### src/hdl/acs_regs.vh
// Register indices, field positions, reset values and timing counts.
`ifndef ACS_REGS_VH
`define ACS_REGS_VH

// Register indices; the byte address on the bus is four times the index.
`define ACS_IDX_RES_HI     8'h1e
`define ACS_IDX_CTRL0      8'h1f
`define ACS_IDX_FLAGS      8'h0c
`define ACS_IDX_IRQ_EN     8'h8c
`define ACS_IDX_ANALOG_PIN_SELECT      8'h91
`define ACS_IDX_RES_LO     8'h9e
`define ACS_IDX_CLK_SEL    8'h9f

// Converter control zero fields.
`define ACS_C0_JUST        7
`define ACS_C0_REF         6
`define ACS_C0_CHS_HI      4
`define ACS_C0_CHS_LO      2
`define ACS_C0_GO          1
`define ACS_C0_ON          0

// Conversion clock select field and flag positions.
`define ACS_C1_CLK_HI      6
`define ACS_C1_CLK_LO      4
`define ACS_FLAG_DONE      6
`define ACS_IE_DONE        6

// Reset values.
`define ACS_RST_CTRL0      8'h00
`define ACS_RST_CLK_SEL    3'h0
`define ACS_RST_ANALOG_PIN_SELECT      8'hff

// Timing in conversion clock periods, system clocks and nanoseconds.
`define ACS_CONV_TADS      4'hb
`define ACS_ABORT_TADS     4'h2
`define ACS_CLK_PER_INSTR  4'h4
`define ACS_MIN_TAD_NS     1600

`endif

### src/hdl/acs_sequencer.v
// Conversion sequencer of a 10-bit converter with an AXI4-Lite slave.
// How it works
// - Clock field picks divide-by or RC clock.
// - A conversion lasts eleven conversion clocks.
// - Writing status bit one starts a conversion.
// - Done clears status, sets flag, raises interrupt.
// - Clearing status aborts; result keeps old value.
// - After abort wait two clocks, then acquire.
// - Justification bit picks right or left format.
// - Left: high holds eight bits; right: two.
// - Reference bit picks external pin or supply.
// - Channel field routes input zero to seven.
// - Unimplemented control bits always read as zero.
// - Analog select bits mark pins analog, reset one.
// - Analog pins lose input, pull-up, change detect.
// - RC clock delays start by one instruction.
// - RC conversion done in sleep wakes if enabled.
// - Done in sleep, interrupt off: power down.
// - Non-RC clock: sleep aborts and powers down.
// - Reset turns off, aborts, keeps the result.
`include "acs_regs.vh"
`default_nettype none
module acs_sequencer #(
  parameter ADDR_W = 12
) (
  input  wire              aclk,
  input  wire              aresetn,
  input  wire [ADDR_W-1:0] s_axi_awaddr,
  input  wire              s_axi_awvalid,
  output wire              s_axi_awready,
  input  wire [31:0]       s_axi_wdata,
  input  wire [3:0]        s_axi_wstrb,
  input  wire              s_axi_wvalid,
  output wire              s_axi_wready,
  output reg  [1:0]        s_axi_bresp,
  output reg               s_axi_bvalid,
  input  wire              s_axi_bready,
  input  wire [ADDR_W-1:0] s_axi_araddr,
  input  wire              s_axi_arvalid,
  output wire              s_axi_arready,
  output reg  [31:0]       s_axi_rdata,
  output reg  [1:0]        s_axi_rresp,
  output reg               s_axi_rvalid,
  input  wire              s_axi_rready,
  input  wire              sleep_mode,
  input  wire              rc_osc_clk,
  input  wire [9:0]        conv_result,
  output wire              conv_power,
  output wire [2:0]        conv_channel,
  output wire              conv_ref_ext,
  output wire              conv_sampling,
  output wire              conv_step,
  output wire              conversion_irq,
  output reg               wake_pulse,
  output wire [7:0]        pin_digital_in_off,
  output wire [7:0]        pin_pullup_off,
  output wire [7:0]        pin_change_det_off
);
  localparam [3:0] ST_IDLE  = 4'b0001;
  localparam [3:0] ST_DELAY = 4'b0010;
  localparam [3:0] ST_CONV  = 4'b0100;
  localparam [3:0] ST_ABORT = 4'b1000;
  localparam [2:0] SEL_NONE  = 3'h0;
  localparam [2:0] SEL_C0    = 3'h1;
  localparam [2:0] SEL_C1    = 3'h2;
  localparam [2:0] SEL_ANALOG_PIN_SELECT = 3'h3;
  localparam [2:0] SEL_RESH  = 3'h4;
  localparam [2:0] SEL_RESL  = 3'h5;
  localparam [2:0] SEL_FLAGS = 3'h6;
  localparam [2:0] SEL_IE    = 3'h7;

  ////////////////////////////////////////////////////////////////////////////

  function [2:0] reg_sel;
    input [ADDR_W-1:0] addr;
    begin
      if (addr == {{(ADDR_W-10){1'b0}}, `ACS_IDX_CTRL0, 2'b00})
        reg_sel = SEL_C0;
      else if (addr == {{(ADDR_W-10){1'b0}}, `ACS_IDX_CLK_SEL, 2'b00})
        reg_sel = SEL_C1;
      else if (addr == {{(ADDR_W-10){1'b0}}, `ACS_IDX_ANALOG_PIN_SELECT, 2'b00})
        reg_sel = SEL_ANALOG_PIN_SELECT;
      else if (addr == {{(ADDR_W-10){1'b0}}, `ACS_IDX_RES_HI, 2'b00})
        reg_sel = SEL_RESH;
      else if (addr == {{(ADDR_W-10){1'b0}}, `ACS_IDX_RES_LO, 2'b00})
        reg_sel = SEL_RESL;
      else if (addr == {{(ADDR_W-10){1'b0}}, `ACS_IDX_FLAGS, 2'b00})
        reg_sel = SEL_FLAGS;
      else if (addr == {{(ADDR_W-10){1'b0}}, `ACS_IDX_IRQ_EN, 2'b00})
        reg_sel = SEL_IE;
      else
        reg_sel = SEL_NONE;
    end
  endfunction
  // Last count of the system clock divider for each clock field code.
  function [5:0] tad_last;
    input [2:0] code;
    begin
      case (code)
        3'b000:  tad_last = 6'h01;
        3'b100:  tad_last = 6'h03;
        3'b001:  tad_last = 6'h07;
        3'b101:  tad_last = 6'h0f;
        3'b010:  tad_last = 6'h1f;
        3'b110:  tad_last = 6'h3f;
        default: tad_last = 6'h01;
      endcase
    end
  endfunction

  ////////////////////////////////////////////////////////////////////////////

  reg        just_r;
  reg        ref_r;
  reg  [2:0] chs_r;
  reg        on_r;
  reg  [2:0] clk_r;
  reg  [7:0] analog_pin_select_r;
  reg        done_r;
  reg        ie_r;
  reg  [9:0] res_r;
  reg  [3:0] state_r;
  reg  [5:0] div_r;
  reg  [3:0] cnt_r;
  reg        pd_r;
  reg        rc_s1_r;
  reg        rc_s2_r;
  reg        rc_s3_r;
  wire       wr_go  = s_axi_awvalid & s_axi_wvalid & ~s_axi_bvalid;
  wire [2:0] wr_sel = reg_sel(s_axi_awaddr);
  wire       wr_en  = wr_go & s_axi_wstrb[0];
  wire [7:0] wd     = s_axi_wdata[7:0];
  wire       wr_c0  = wr_en & (wr_sel == SEL_C0);
  wire       rc_sel  = (clk_r[1:0] == 2'b11);
  wire       rc_edge = rc_s2_r & ~rc_s3_r;
  wire       tad_tick = rc_sel ? rc_edge : (div_r == tad_last(clk_r));
  wire       busy    = (state_r == ST_DELAY) | (state_r == ST_CONV);
  wire       last_tad = tad_tick & (cnt_r == `ACS_CONV_TADS - 4'h1);
  // A start needs the converter already on before this write.
  wire       start   = wr_c0 & wd[`ACS_C0_GO] & wd[`ACS_C0_ON] & on_r
                       & (state_r == ST_IDLE) & ~pd_r;
  wire       sw_abort = wr_c0 & busy & ~wd[`ACS_C0_GO];
  wire       sw_off   = wr_c0 & ~wd[`ACS_C0_ON];
  wire       sleep_abort = (state_r == ST_CONV) & sleep_mode & ~rc_sel;
  wire       conv_done = (state_r == ST_CONV) & last_tad & ~sw_abort
                         & ~sw_off & ~sleep_abort;

  ////////////////////////////////////////////////////////////////////////////
  // Control registers. The result pair is left out of reset on purpose.
  always @(posedge aclk) begin
    if (!aresetn) begin
      just_r  <= 1'b0;
      ref_r   <= 1'b0;
      chs_r   <= 3'h0;
      on_r    <= 1'b0;
      clk_r   <= `ACS_RST_CLK_SEL;
      analog_pin_select_r <= `ACS_RST_ANALOG_PIN_SELECT;
      ie_r    <= 1'b0;
    end else if (wr_en) begin
      if (wr_sel == SEL_C0) begin
        just_r <= wd[`ACS_C0_JUST];
        ref_r  <= wd[`ACS_C0_REF];
        chs_r  <= wd[`ACS_C0_CHS_HI:`ACS_C0_CHS_LO];
        on_r   <= wd[`ACS_C0_ON];
      end else if (wr_sel == SEL_C1) begin
        clk_r <= wd[`ACS_C1_CLK_HI:`ACS_C1_CLK_LO];
      end else if (wr_sel == SEL_ANALOG_PIN_SELECT) begin
        analog_pin_select_r <= wd;
      end else if (wr_sel == SEL_IE) begin
        ie_r <= wd[`ACS_IE_DONE];
      end
    end
  end
  // Completion flag: a hardware set wins over a software clear.
  always @(posedge aclk) begin
    if (!aresetn)
      done_r <= 1'b0;
    else if (conv_done)
      done_r <= 1'b1;
    else if (wr_en && wr_sel == SEL_FLAGS)
      done_r <= wd[`ACS_FLAG_DONE];
  end
  always @(posedge aclk) begin
    if (conv_done)
      res_r <= conv_result;
  end

  ////////////////////////////////////////////////////////////////////////////
  // The RC clock is foreign, so it is synchronised before edge detection.
  always @(posedge aclk) begin
    if (!aresetn) begin
      rc_s1_r <= 1'b0;
      rc_s2_r <= 1'b0;
      rc_s3_r <= 1'b0;
    end else begin
      rc_s1_r <= rc_osc_clk;
      rc_s2_r <= rc_s1_r;
      rc_s3_r <= rc_s2_r;
    end
  end
  // Divider restarts on each start so the first period is whole.
  always @(posedge aclk) begin
    if (!aresetn || start || div_r == tad_last(clk_r))
      div_r <= 6'h00;
    else
      div_r <= div_r + 6'h01;
  end

  ////////////////////////////////////////////////////////////////////////////

  always @(posedge aclk) begin
    if (!aresetn) begin
      state_r    <= ST_IDLE;
      cnt_r      <= 4'h0;
      pd_r       <= 1'b0;
      wake_pulse <= 1'b0;
    end else begin
      wake_pulse <= 1'b0;
      if (!sleep_mode)
        pd_r <= 1'b0;
      case (state_r)
        ST_IDLE: begin
          cnt_r <= 4'h0;
          if (start)
            state_r <= rc_sel ? ST_DELAY : ST_CONV;
        end
        ST_DELAY: begin
          // One instruction lets a sleep instruction run first.
          if (sw_off) begin
            state_r <= ST_IDLE;
          end else if (sw_abort) begin
            state_r <= ST_ABORT;
            cnt_r   <= 4'h0;
          end else if (cnt_r == `ACS_CLK_PER_INSTR - 4'h1) begin
            state_r <= ST_CONV;
            cnt_r   <= 4'h0;
          end else begin
            cnt_r <= cnt_r + 4'h1;
          end
        end
        ST_CONV: begin
          if (sw_off) begin
            state_r <= ST_IDLE;
          end else if (sleep_abort) begin
            state_r <= ST_IDLE;
            pd_r    <= 1'b1;
          end else if (sw_abort) begin
            state_r <= ST_ABORT;
            cnt_r   <= 4'h0;
          end else if (conv_done) begin
            state_r <= ST_IDLE;
            if (sleep_mode && ie_r)
              wake_pulse <= 1'b1;
            if (sleep_mode && !ie_r)
              pd_r <= 1'b1;
          end else if (tad_tick) begin
            cnt_r <= cnt_r + 4'h1;
          end
        end
        ST_ABORT: begin
          if (sw_off) begin
            state_r <= ST_IDLE;
          end else if (tad_tick) begin
            // The first tick only aligns, so two whole periods follow it.
            if (cnt_r == `ACS_ABORT_TADS)
              state_r <= ST_IDLE;
            cnt_r <= cnt_r + 4'h1;
          end
        end
        default: state_r <= ST_IDLE;
      endcase
    end
  end

  ////////////////////////////////////////////////////////////////////////////
  // Converter and pin controls.
  assign conv_power    = on_r & ~pd_r;
  assign conv_channel  = chs_r;
  assign conv_ref_ext  = ref_r;
  // Sampling resumes by itself once the abort wait is over.
  assign conv_sampling = conv_power & (state_r == ST_IDLE);
  assign conv_step     = (state_r == ST_CONV) & tad_tick;
  assign conversion_irq = done_r & ie_r;
  assign pin_digital_in_off = analog_pin_select_r;
  assign pin_pullup_off     = analog_pin_select_r;
  assign pin_change_det_off = analog_pin_select_r;

  ////////////////////////////////////////////////////////////////////////////
  // AXI4-Lite slave: address and data are taken in the same cycle.
  assign s_axi_awready = wr_go;
  assign s_axi_wready  = wr_go;
  assign s_axi_arready = ~s_axi_rvalid;
  always @(posedge aclk) begin
    if (!aresetn) begin
      s_axi_bvalid <= 1'b0;
      s_axi_bresp  <= 2'b00;
    end else if (wr_go) begin
      s_axi_bvalid <= 1'b1;
      s_axi_bresp  <= (wr_sel == SEL_NONE) ? 2'b10 : 2'b00;
    end else if (s_axi_bready) begin
      s_axi_bvalid <= 1'b0;
    end
  end
  reg [7:0] rd_byte;
  always @* begin
    case (reg_sel(s_axi_araddr))
      SEL_C0:    rd_byte = {just_r, ref_r, 1'b0, chs_r, busy, on_r};
      SEL_C1:    rd_byte = {1'b0, clk_r, 4'h0};
      SEL_ANALOG_PIN_SELECT: rd_byte = analog_pin_select_r;
      SEL_RESH:  rd_byte = just_r ? {6'h00, res_r[9:8]} : res_r[9:2];
      SEL_RESL:  rd_byte = just_r ? res_r[7:0] : {res_r[1:0], 6'h00};
      SEL_FLAGS: rd_byte = {1'b0, done_r, 6'h00};
      SEL_IE:    rd_byte = {1'b0, ie_r, 6'h00};
      default:   rd_byte = 8'h00;
    endcase
  end
  always @(posedge aclk) begin
    if (!aresetn) begin
      s_axi_rvalid <= 1'b0;
      s_axi_rdata  <= 32'h00000000;
      s_axi_rresp  <= 2'b00;
    end else if (s_axi_arvalid && !s_axi_rvalid) begin
      s_axi_rvalid <= 1'b1;
      s_axi_rdata  <= {24'h000000, rd_byte};
      s_axi_rresp  <= (reg_sel(s_axi_araddr) == SEL_NONE) ? 2'b10 : 2'b00;
    end else if (s_axi_rready) begin
      s_axi_rvalid <= 1'b0;
    end
  end
endmodule // acs_sequencer
`default_nettype wire

### config.mk
export PLATFORM = sky130hd
export DESIGN_NAME = acs_sequencer
export DESIGN_NICKNAME = d
export VERILOG_FILES = /design/src/hdl/acs_sequencer.v
export VERILOG_INCLUDE_DIRS = /design/src /design/src/hdl
export SDC_FILE = /design/constraint.sdc
export NUM_CORES = 1
export LEC_CHECK = 0
export ABC_AREA = 1
export BUFFER_PORTS_ARGS = -buffer_cell sky130_fd_sc_hd__buf_4
export CORE_MARGIN = 3
export CORE_UTILIZATION = 25
export CTS_CLUSTER_DIAMETER = 150
export CTS_CLUSTER_SIZE = 30
export DETAILED_ROUTE_END_ITERATION = 7
export HOLD_SLACK_MARGIN = 0.1
export PLACE_DENSITY_LB_ADDON = 0.25
export SLEW_MARGIN = 25
export SYNTH_ARGS = -nofsm -noshare
export SYNTH_HDL_FRONTEND = slang
export SYNTH_SLANG_ARGS = --single-unit
### constraint.sdc
create_clock -name aclk -period 2.8 [get_ports aclk]
set_clock_uncertainty 0.05 [all_clocks]
set_input_delay 0.56 -clock aclk [delete_from_list [all_inputs] [get_ports aclk]]
set_output_delay 0.56 -clock aclk [all_outputs]
set_load 0.03 [all_outputs]
## Word-level counts from Yosys, hierarchy flattened

Cells that the tools add are included.

| storage, ports and cells | value |
|---|---|
| word-level logic and storage cells | 197 |
| input bits | 79 |
| register bits after elaboration | 62 |
| output and inout port bits | 74 |

| cells by class | value |
|---|---|
| $add $sub $neg | 2 |
| reduce and logical (&&, ||, !) cells | 22 |
| bitwise logic cells | 41 |
| equal/unequal tests | 50 |
| mux-type cells | 60 |

Operators with widths:

| cell | number |
|---|---|
| == test 12 x 10 -> 1 bit, second input constant | 8 |
| 2-to-1 mux 4 bit | 20 |
| one-hot mux 8 bit (7 select lines) | 1 |
| 2-to-1 mux 3 bit | 17 |
| == test 12 x 7 -> 1 bit, second input constant | 4 |
| one-hot mux 4 bit (4 select lines) | 2 |
| one-hot mux 6 bit (5 select lines) | 1 |
| == test 3 bit, second input constant | 9 |
| bitwise AND 1 bit | 24 |
| == test 12 x 6 -> 1 bit, second input constant | 2 |
| 2-to-1 mux 8 bit | 2 |
| inverter 1 bit | 16 |
| == test 3 x 2 -> 1 bit, second input constant | 5 |
| 2-to-1 mux 1 bit | 15 |
| == test 4 x 2 -> 1 bit, second input constant | 3 |
| inequality test 2 bit, second input constant | 5 |
| AND reduction 5 bit | 2 |
| == test 3 x 1 -> 1 bit, second input constant | 3 |
| inequality test 3 bit, second input constant | 3 |
| == test 4 bit, second input constant | 2 |
| adder 6 x 1 -> 6 bit, second input constant | 1 |
| == test 6 bit | 1 |
| logical NOT 3 bit | 2 |
| AND reduction 6 bit | 1 |
| other kinds (17) | 26 |

## Depth between registers and ports, before layout

| logic depth | value |
|---|---|
| depth in word-level cells | 21 |
| gate-level depth with buffers | 16 |

## Least setup slack after synthesis

OpenSTA, ideal clock, no wires.

| timing | value |
|---|---|
| path kind | input-to-reg |
| from | input port s_axi_awvalid |
| to | register res_r[0] (enable) |
| cell stages on the path | 9 |
| setup time | 0.284 ns |
| path slack | 0.386 ns |
| required time | 2.466 ns |
| arrival time | 2.080 ns |
| path through | nand2_1 nor2_1 nand2_1 nor2_1 nand3_1 inv_1 o21ai_1 nand3_2 inv_1 |

| on the way | value |
|---|---|
| longest elaborated chain between the ends | 10 |

RTL lines:

| item | line | source |
|---|---|---|
| from (decl) | acs_sequencer.v:29 | `input wire s_axi_awvalid,` |
| bitwise AND 1 bit (*) (2 in a row) | acs_sequencer.v:129 | `wire wr_go = s_axi_awvalid & s_axi_wvalid & ~s_axi_bvalid;` |
| net s_axi_awready | acs_sequencer.v:30 | `output wire s_axi_awready,` |
| bitwise AND 1 bit (*) | acs_sequencer.v:131 | `wire wr_en = wr_go & s_axi_wstrb[0];` |
| bitwise AND 1 bit (*) | acs_sequencer.v:133 | `wire wr_c0 = wr_en & (wr_sel == SEL_C0);` |
| bitwise AND 1 bit (2 in a row) | acs_sequencer.v:142 | `` wire sw_abort = wr_c0 & busy & ~wd[`ACS_C0_GO]; `` |
| inverter 1 bit | acs_sequencer.v:145 | `wire conv_done = (state_r == ST_CONV) & last_tad & ~sw_abort` |
| bitwise AND 1 bit | acs_sequencer.v:145 |  |
| bitwise AND 1 bit (*) (2 in a row) | acs_sequencer.v:146 | `& ~sw_off & ~sleep_abort;` |
| to (signal assigned) | acs_sequencer.v:185 | `res_r <= conv_result;` |
| to (decl) | acs_sequencer.v:121 | `reg [9:0] res_r;` |

The timed path passes the listed nets; every way through them passes the cells marked *.
A chain may end at the register's enable or synchronous reset.

## Final worst setup path

| timing | value |
|---|---|
| from | register clk_r[0] |
| to | output port conv_step |

| on the way | value |
|---|---|
| longest elaborated chain between the ends | 5 |

RTL lines:

| item | line | source |
|---|---|---|
| from (decl) | acs_sequencer.v:117 | `reg [2:0] clk_r;` |
| from (signal assigned) | acs_sequencer.v:156 | `` clk_r <= `ACS_RST_CLK_SEL; `` |
| from (signal assigned) | acs_sequencer.v:166 | `` clk_r <= wd[`ACS_C1_CLK_HI:`ACS_C1_CLK_LO]; `` |
| == test 3 bit (tied with other cells) | acs_sequencer.v:99 | `case (code)` |
| one-hot mux 6 bit (5 select lines) | acs_sequencer.v:99 |  |
| == test 6 bit | acs_sequencer.v:136 | `wire tad_tick = rc_sel ? rc_edge : (div_r == tad_last(clk_r));` |
| 2-to-1 mux 1 bit (*) | acs_sequencer.v:136 |  |
| bitwise AND 1 bit (*) | acs_sequencer.v:282 | `assign conv_step = (state_r == ST_CONV) & tad_tick;` |
| to (decl) | acs_sequencer.v:52 | `output wire conv_step,` |

Mark *: on every way between the ends. The rest lies on a longest branch, timed or not.

==> metrics <==
status finished clean; placed cell count 798; slew margin rel. 0.506; Final #Nets between 700 and 800; Pwr Density ~580 nW/um^2; # diodes 0; worst r2r src clk_r[0]$_SDFFE_PN0P_; unrepaired setup endpoints after global routing no; Post-DP HPWL about 8300 um; core area around 14000 sq um; #FFs+latches synth 60; Worst Path Arrival a little under 2 ns; crit-path cells inv_2 -> nand2_1 -> nand2_1 -> nand2_1 -> nand2_1 -> nor2_1 -> nand2_1 -> nand2_2 -> nand2_2 -> nor2_1 -> buf_4; DR iter-0 viols about 230; Max-Cap Viols 0; critical path's largest stage delay between 0.3 and 0.4 ns; worst reg2reg path depth 12; Reg clk slew, reported paths 0.06 ns; Max Clk Rate roughly 400 MHz; GPL Wtd Cong between 0.8 and 0.9; Worst Hold Depth 1; routed vias/inst between 4 and 5; Layout Cells excl Fill just over 800; Fin. Hold Viols 0; Leak 2.22 nW; worst-path fanout max 8; CTS H-tree depth 3; Ys Warns 0; Place WS between 0.3 and 0.4 ns; VDD IR max just over 300 uV; worst hold path type primary input to flip-flop; total global-route track usage 0.131; Top Ports around 150; post-route ant nets 0; Slew @ Worst Pin 0.735 ns; Die X-Extent around 130 um; RR Endpoint res_r[7]$_DFFE_PN_; Synth Instances 539; layout cells sized above 1 0.211; Num CTS Buffers 9; commonest non-fill, non-tap cell in the layout nand2_1; clk buf depth 2; Tcrit/Tclk final 0.919; Worst Path Class, Setup flip-flop to output pin; Netlist Area Pre-Place ~3600 sq um; Worst Path Required between 2 and 2.5 ns; Seq/Total Area, Yosys 0.357; Avg Synthesized Cell Area slightly below 7 sq um; filler cell count around 1500; Clock Latency Late Sink 0.33 ns; Post-CTS Setup Bufs 0; # setup viols final 0; number of global-route vias before repair around 3500; Initial Util 0.259; total power around 0.0027 W; pin count of the biggest net entering global routing 21; port buffer count 99; CP dominant cell by count nand2_1; Pre-Repair DR Iteration Count 4; CTS tree yes; HP Start conv_result[8]; CP max stage cell dfxtp_1; top cells by area, synth dfxtp_1 27%, nand2_1 11%, buf_4 8.8%, edfxtp_1 8.2%, inv_1 7.8%; fin. max-slew vios 0; via count approximately 3700; crit path setup slack, layout ~0.23 ns; Die H ~130 um; first-pass GRT wire length 17200 um; clock sink count 60; Die Area about 16000 sq um; Yosys top cell by area dfxtp_1; synthesis-to-layout area growth 28.2%; post_cts resized 0; root buf cell clkbuf_16; number of hold buffers added after CTS 0; post-synth cell types 38; Setup crit start kind flip-flop; final WL ~11000 um; reg2reg setup slack about 0.58 ns; area share of the largest cell type after synthesis 0.274; hold slack 0.353 ns; most frequent cells in the layout 109 x nand2_1, 104 x buf_4, 76 x inv_1; Worst Setup End Kind output pin; Hold EP res_r[8]$_DFFE_PN_; initial antenna violation count 0; post-route minimum period 2.57 ns; Final TNS setup 0 ns; Overflow after GRT 0; site row count 43; routed len/inst between 10 and 15 um; Post-route DRC 0
metrics by stage:
| step | area, sq um | util |
|---|---|---|
| floorplan | 3740 | - |
| global placement | 4400 | 0.312 |
| detailed placement | 4400 | 0.312 |
| CTS | 4680 | 0.332 |
| global route | 4680 | 0.332 |
| finish | 4680 | 0.332 |
critical path: cells and delay by family (launching register included):
family,cells,cell delay [ns]
DFF,1,0.38
and+or+nand+nor,9,0.95
buffers and inverters,2,0.29
kinds of logic after synthesis:
kind of cell	Yosys count	share of synthesized area
compound gates	94	0.139
xor+xnor	6	0.0144
fa+ha+maj	3	0.0103
buf+inv	129	0.177
flops	60	0.357
mux	2	0.00549
other cells	1	0.00103
simple gates	244	0.296
Yosys cell counts (all sizes together):
cell,n
or2,2
conb,1
o22ai,10
ha,3
a211oi,2
clkbuf,6
xnor2,2
xor2,4
buf,44
nand4,13
inv,78
dfxtp,50
edfxtp,10
o21a,2
nand2,113
nor4,2
nor3b,1
a21oi,35
nor2,56
clkinv,1
a22oi,1
o21ai,40
a41oi,1
o221ai,1
mux2i,2
nor3,14
nand3b,1
nand3,42
o31ai,2
registers in the layout (all words and copies together) (netlist names), 3 cells and up:
register	count
clk_r	3
cnt_r	4
conv_channel	3
div_r	6
pin_change_det_off	8
res_r	10
s_axi_rdata	8
state_r	4
layer usage:
metal	GRT usage	vias to the layer above	wire, um
met5	0	-	0
met4	0.0448	0	197
met3	0.0278	16	548
met2	0.215	114	5030
met1	0.170	1681	4770
li1	-	1878	-
area by class of cell:
class / count / area [sq um] / area share
tap: 180 / 225 / 0.0482
multi-input combinational: 375 / 1790 / 0.384
clock buffer: 9 / 225 / 0.0482
inverter: 79 / 297 / 0.0634
clock inverter: 7 / 53.8 / 0.0115
timing repair buffer: 104 / 781 / 0.167
sequential: 60 / 1300 / 0.278
where the power goes:
group	total (W)	leakage, nW	internal (W)	switching, W
Combinational	0.000704	1.60	0.000263	0.000442
Sequential	0.00100	0.496	0.000938	0.0000616
Clock	0.00103	0.128	0.000601	0.000425
Total	0.00273	2.22	0.00180	0.000928
worst max-delay path by stage:
stage | slack (ns) | start | cells past startpoint | endpoint
3_5_place_dp | 0.31 | s_axi_awaddr[0] | 14 | res_r[7]$_DFFE_PN_
3_3_place_gp | 0.33 | s_axi_awaddr[0] | 14 | res_r[8]$_DFFE_PN_
4_1_cts | 0.23 | clk_r[1]$_SDFFE_PN0P_ | 9 | conv_step
5_1_grt | 0.04 | clk_r[1]$_SDFFE_PN0P_ | 11 | conv_step
2_1_floorplan | 0.39 | s_axi_awvalid | 9 | res_r[0]$_DFFE_PN_
6_report | 0.23 | clk_r[0]$_SDFFE_PN0P_ | 11 | conv_step
(Power assumes the default switching activity.)
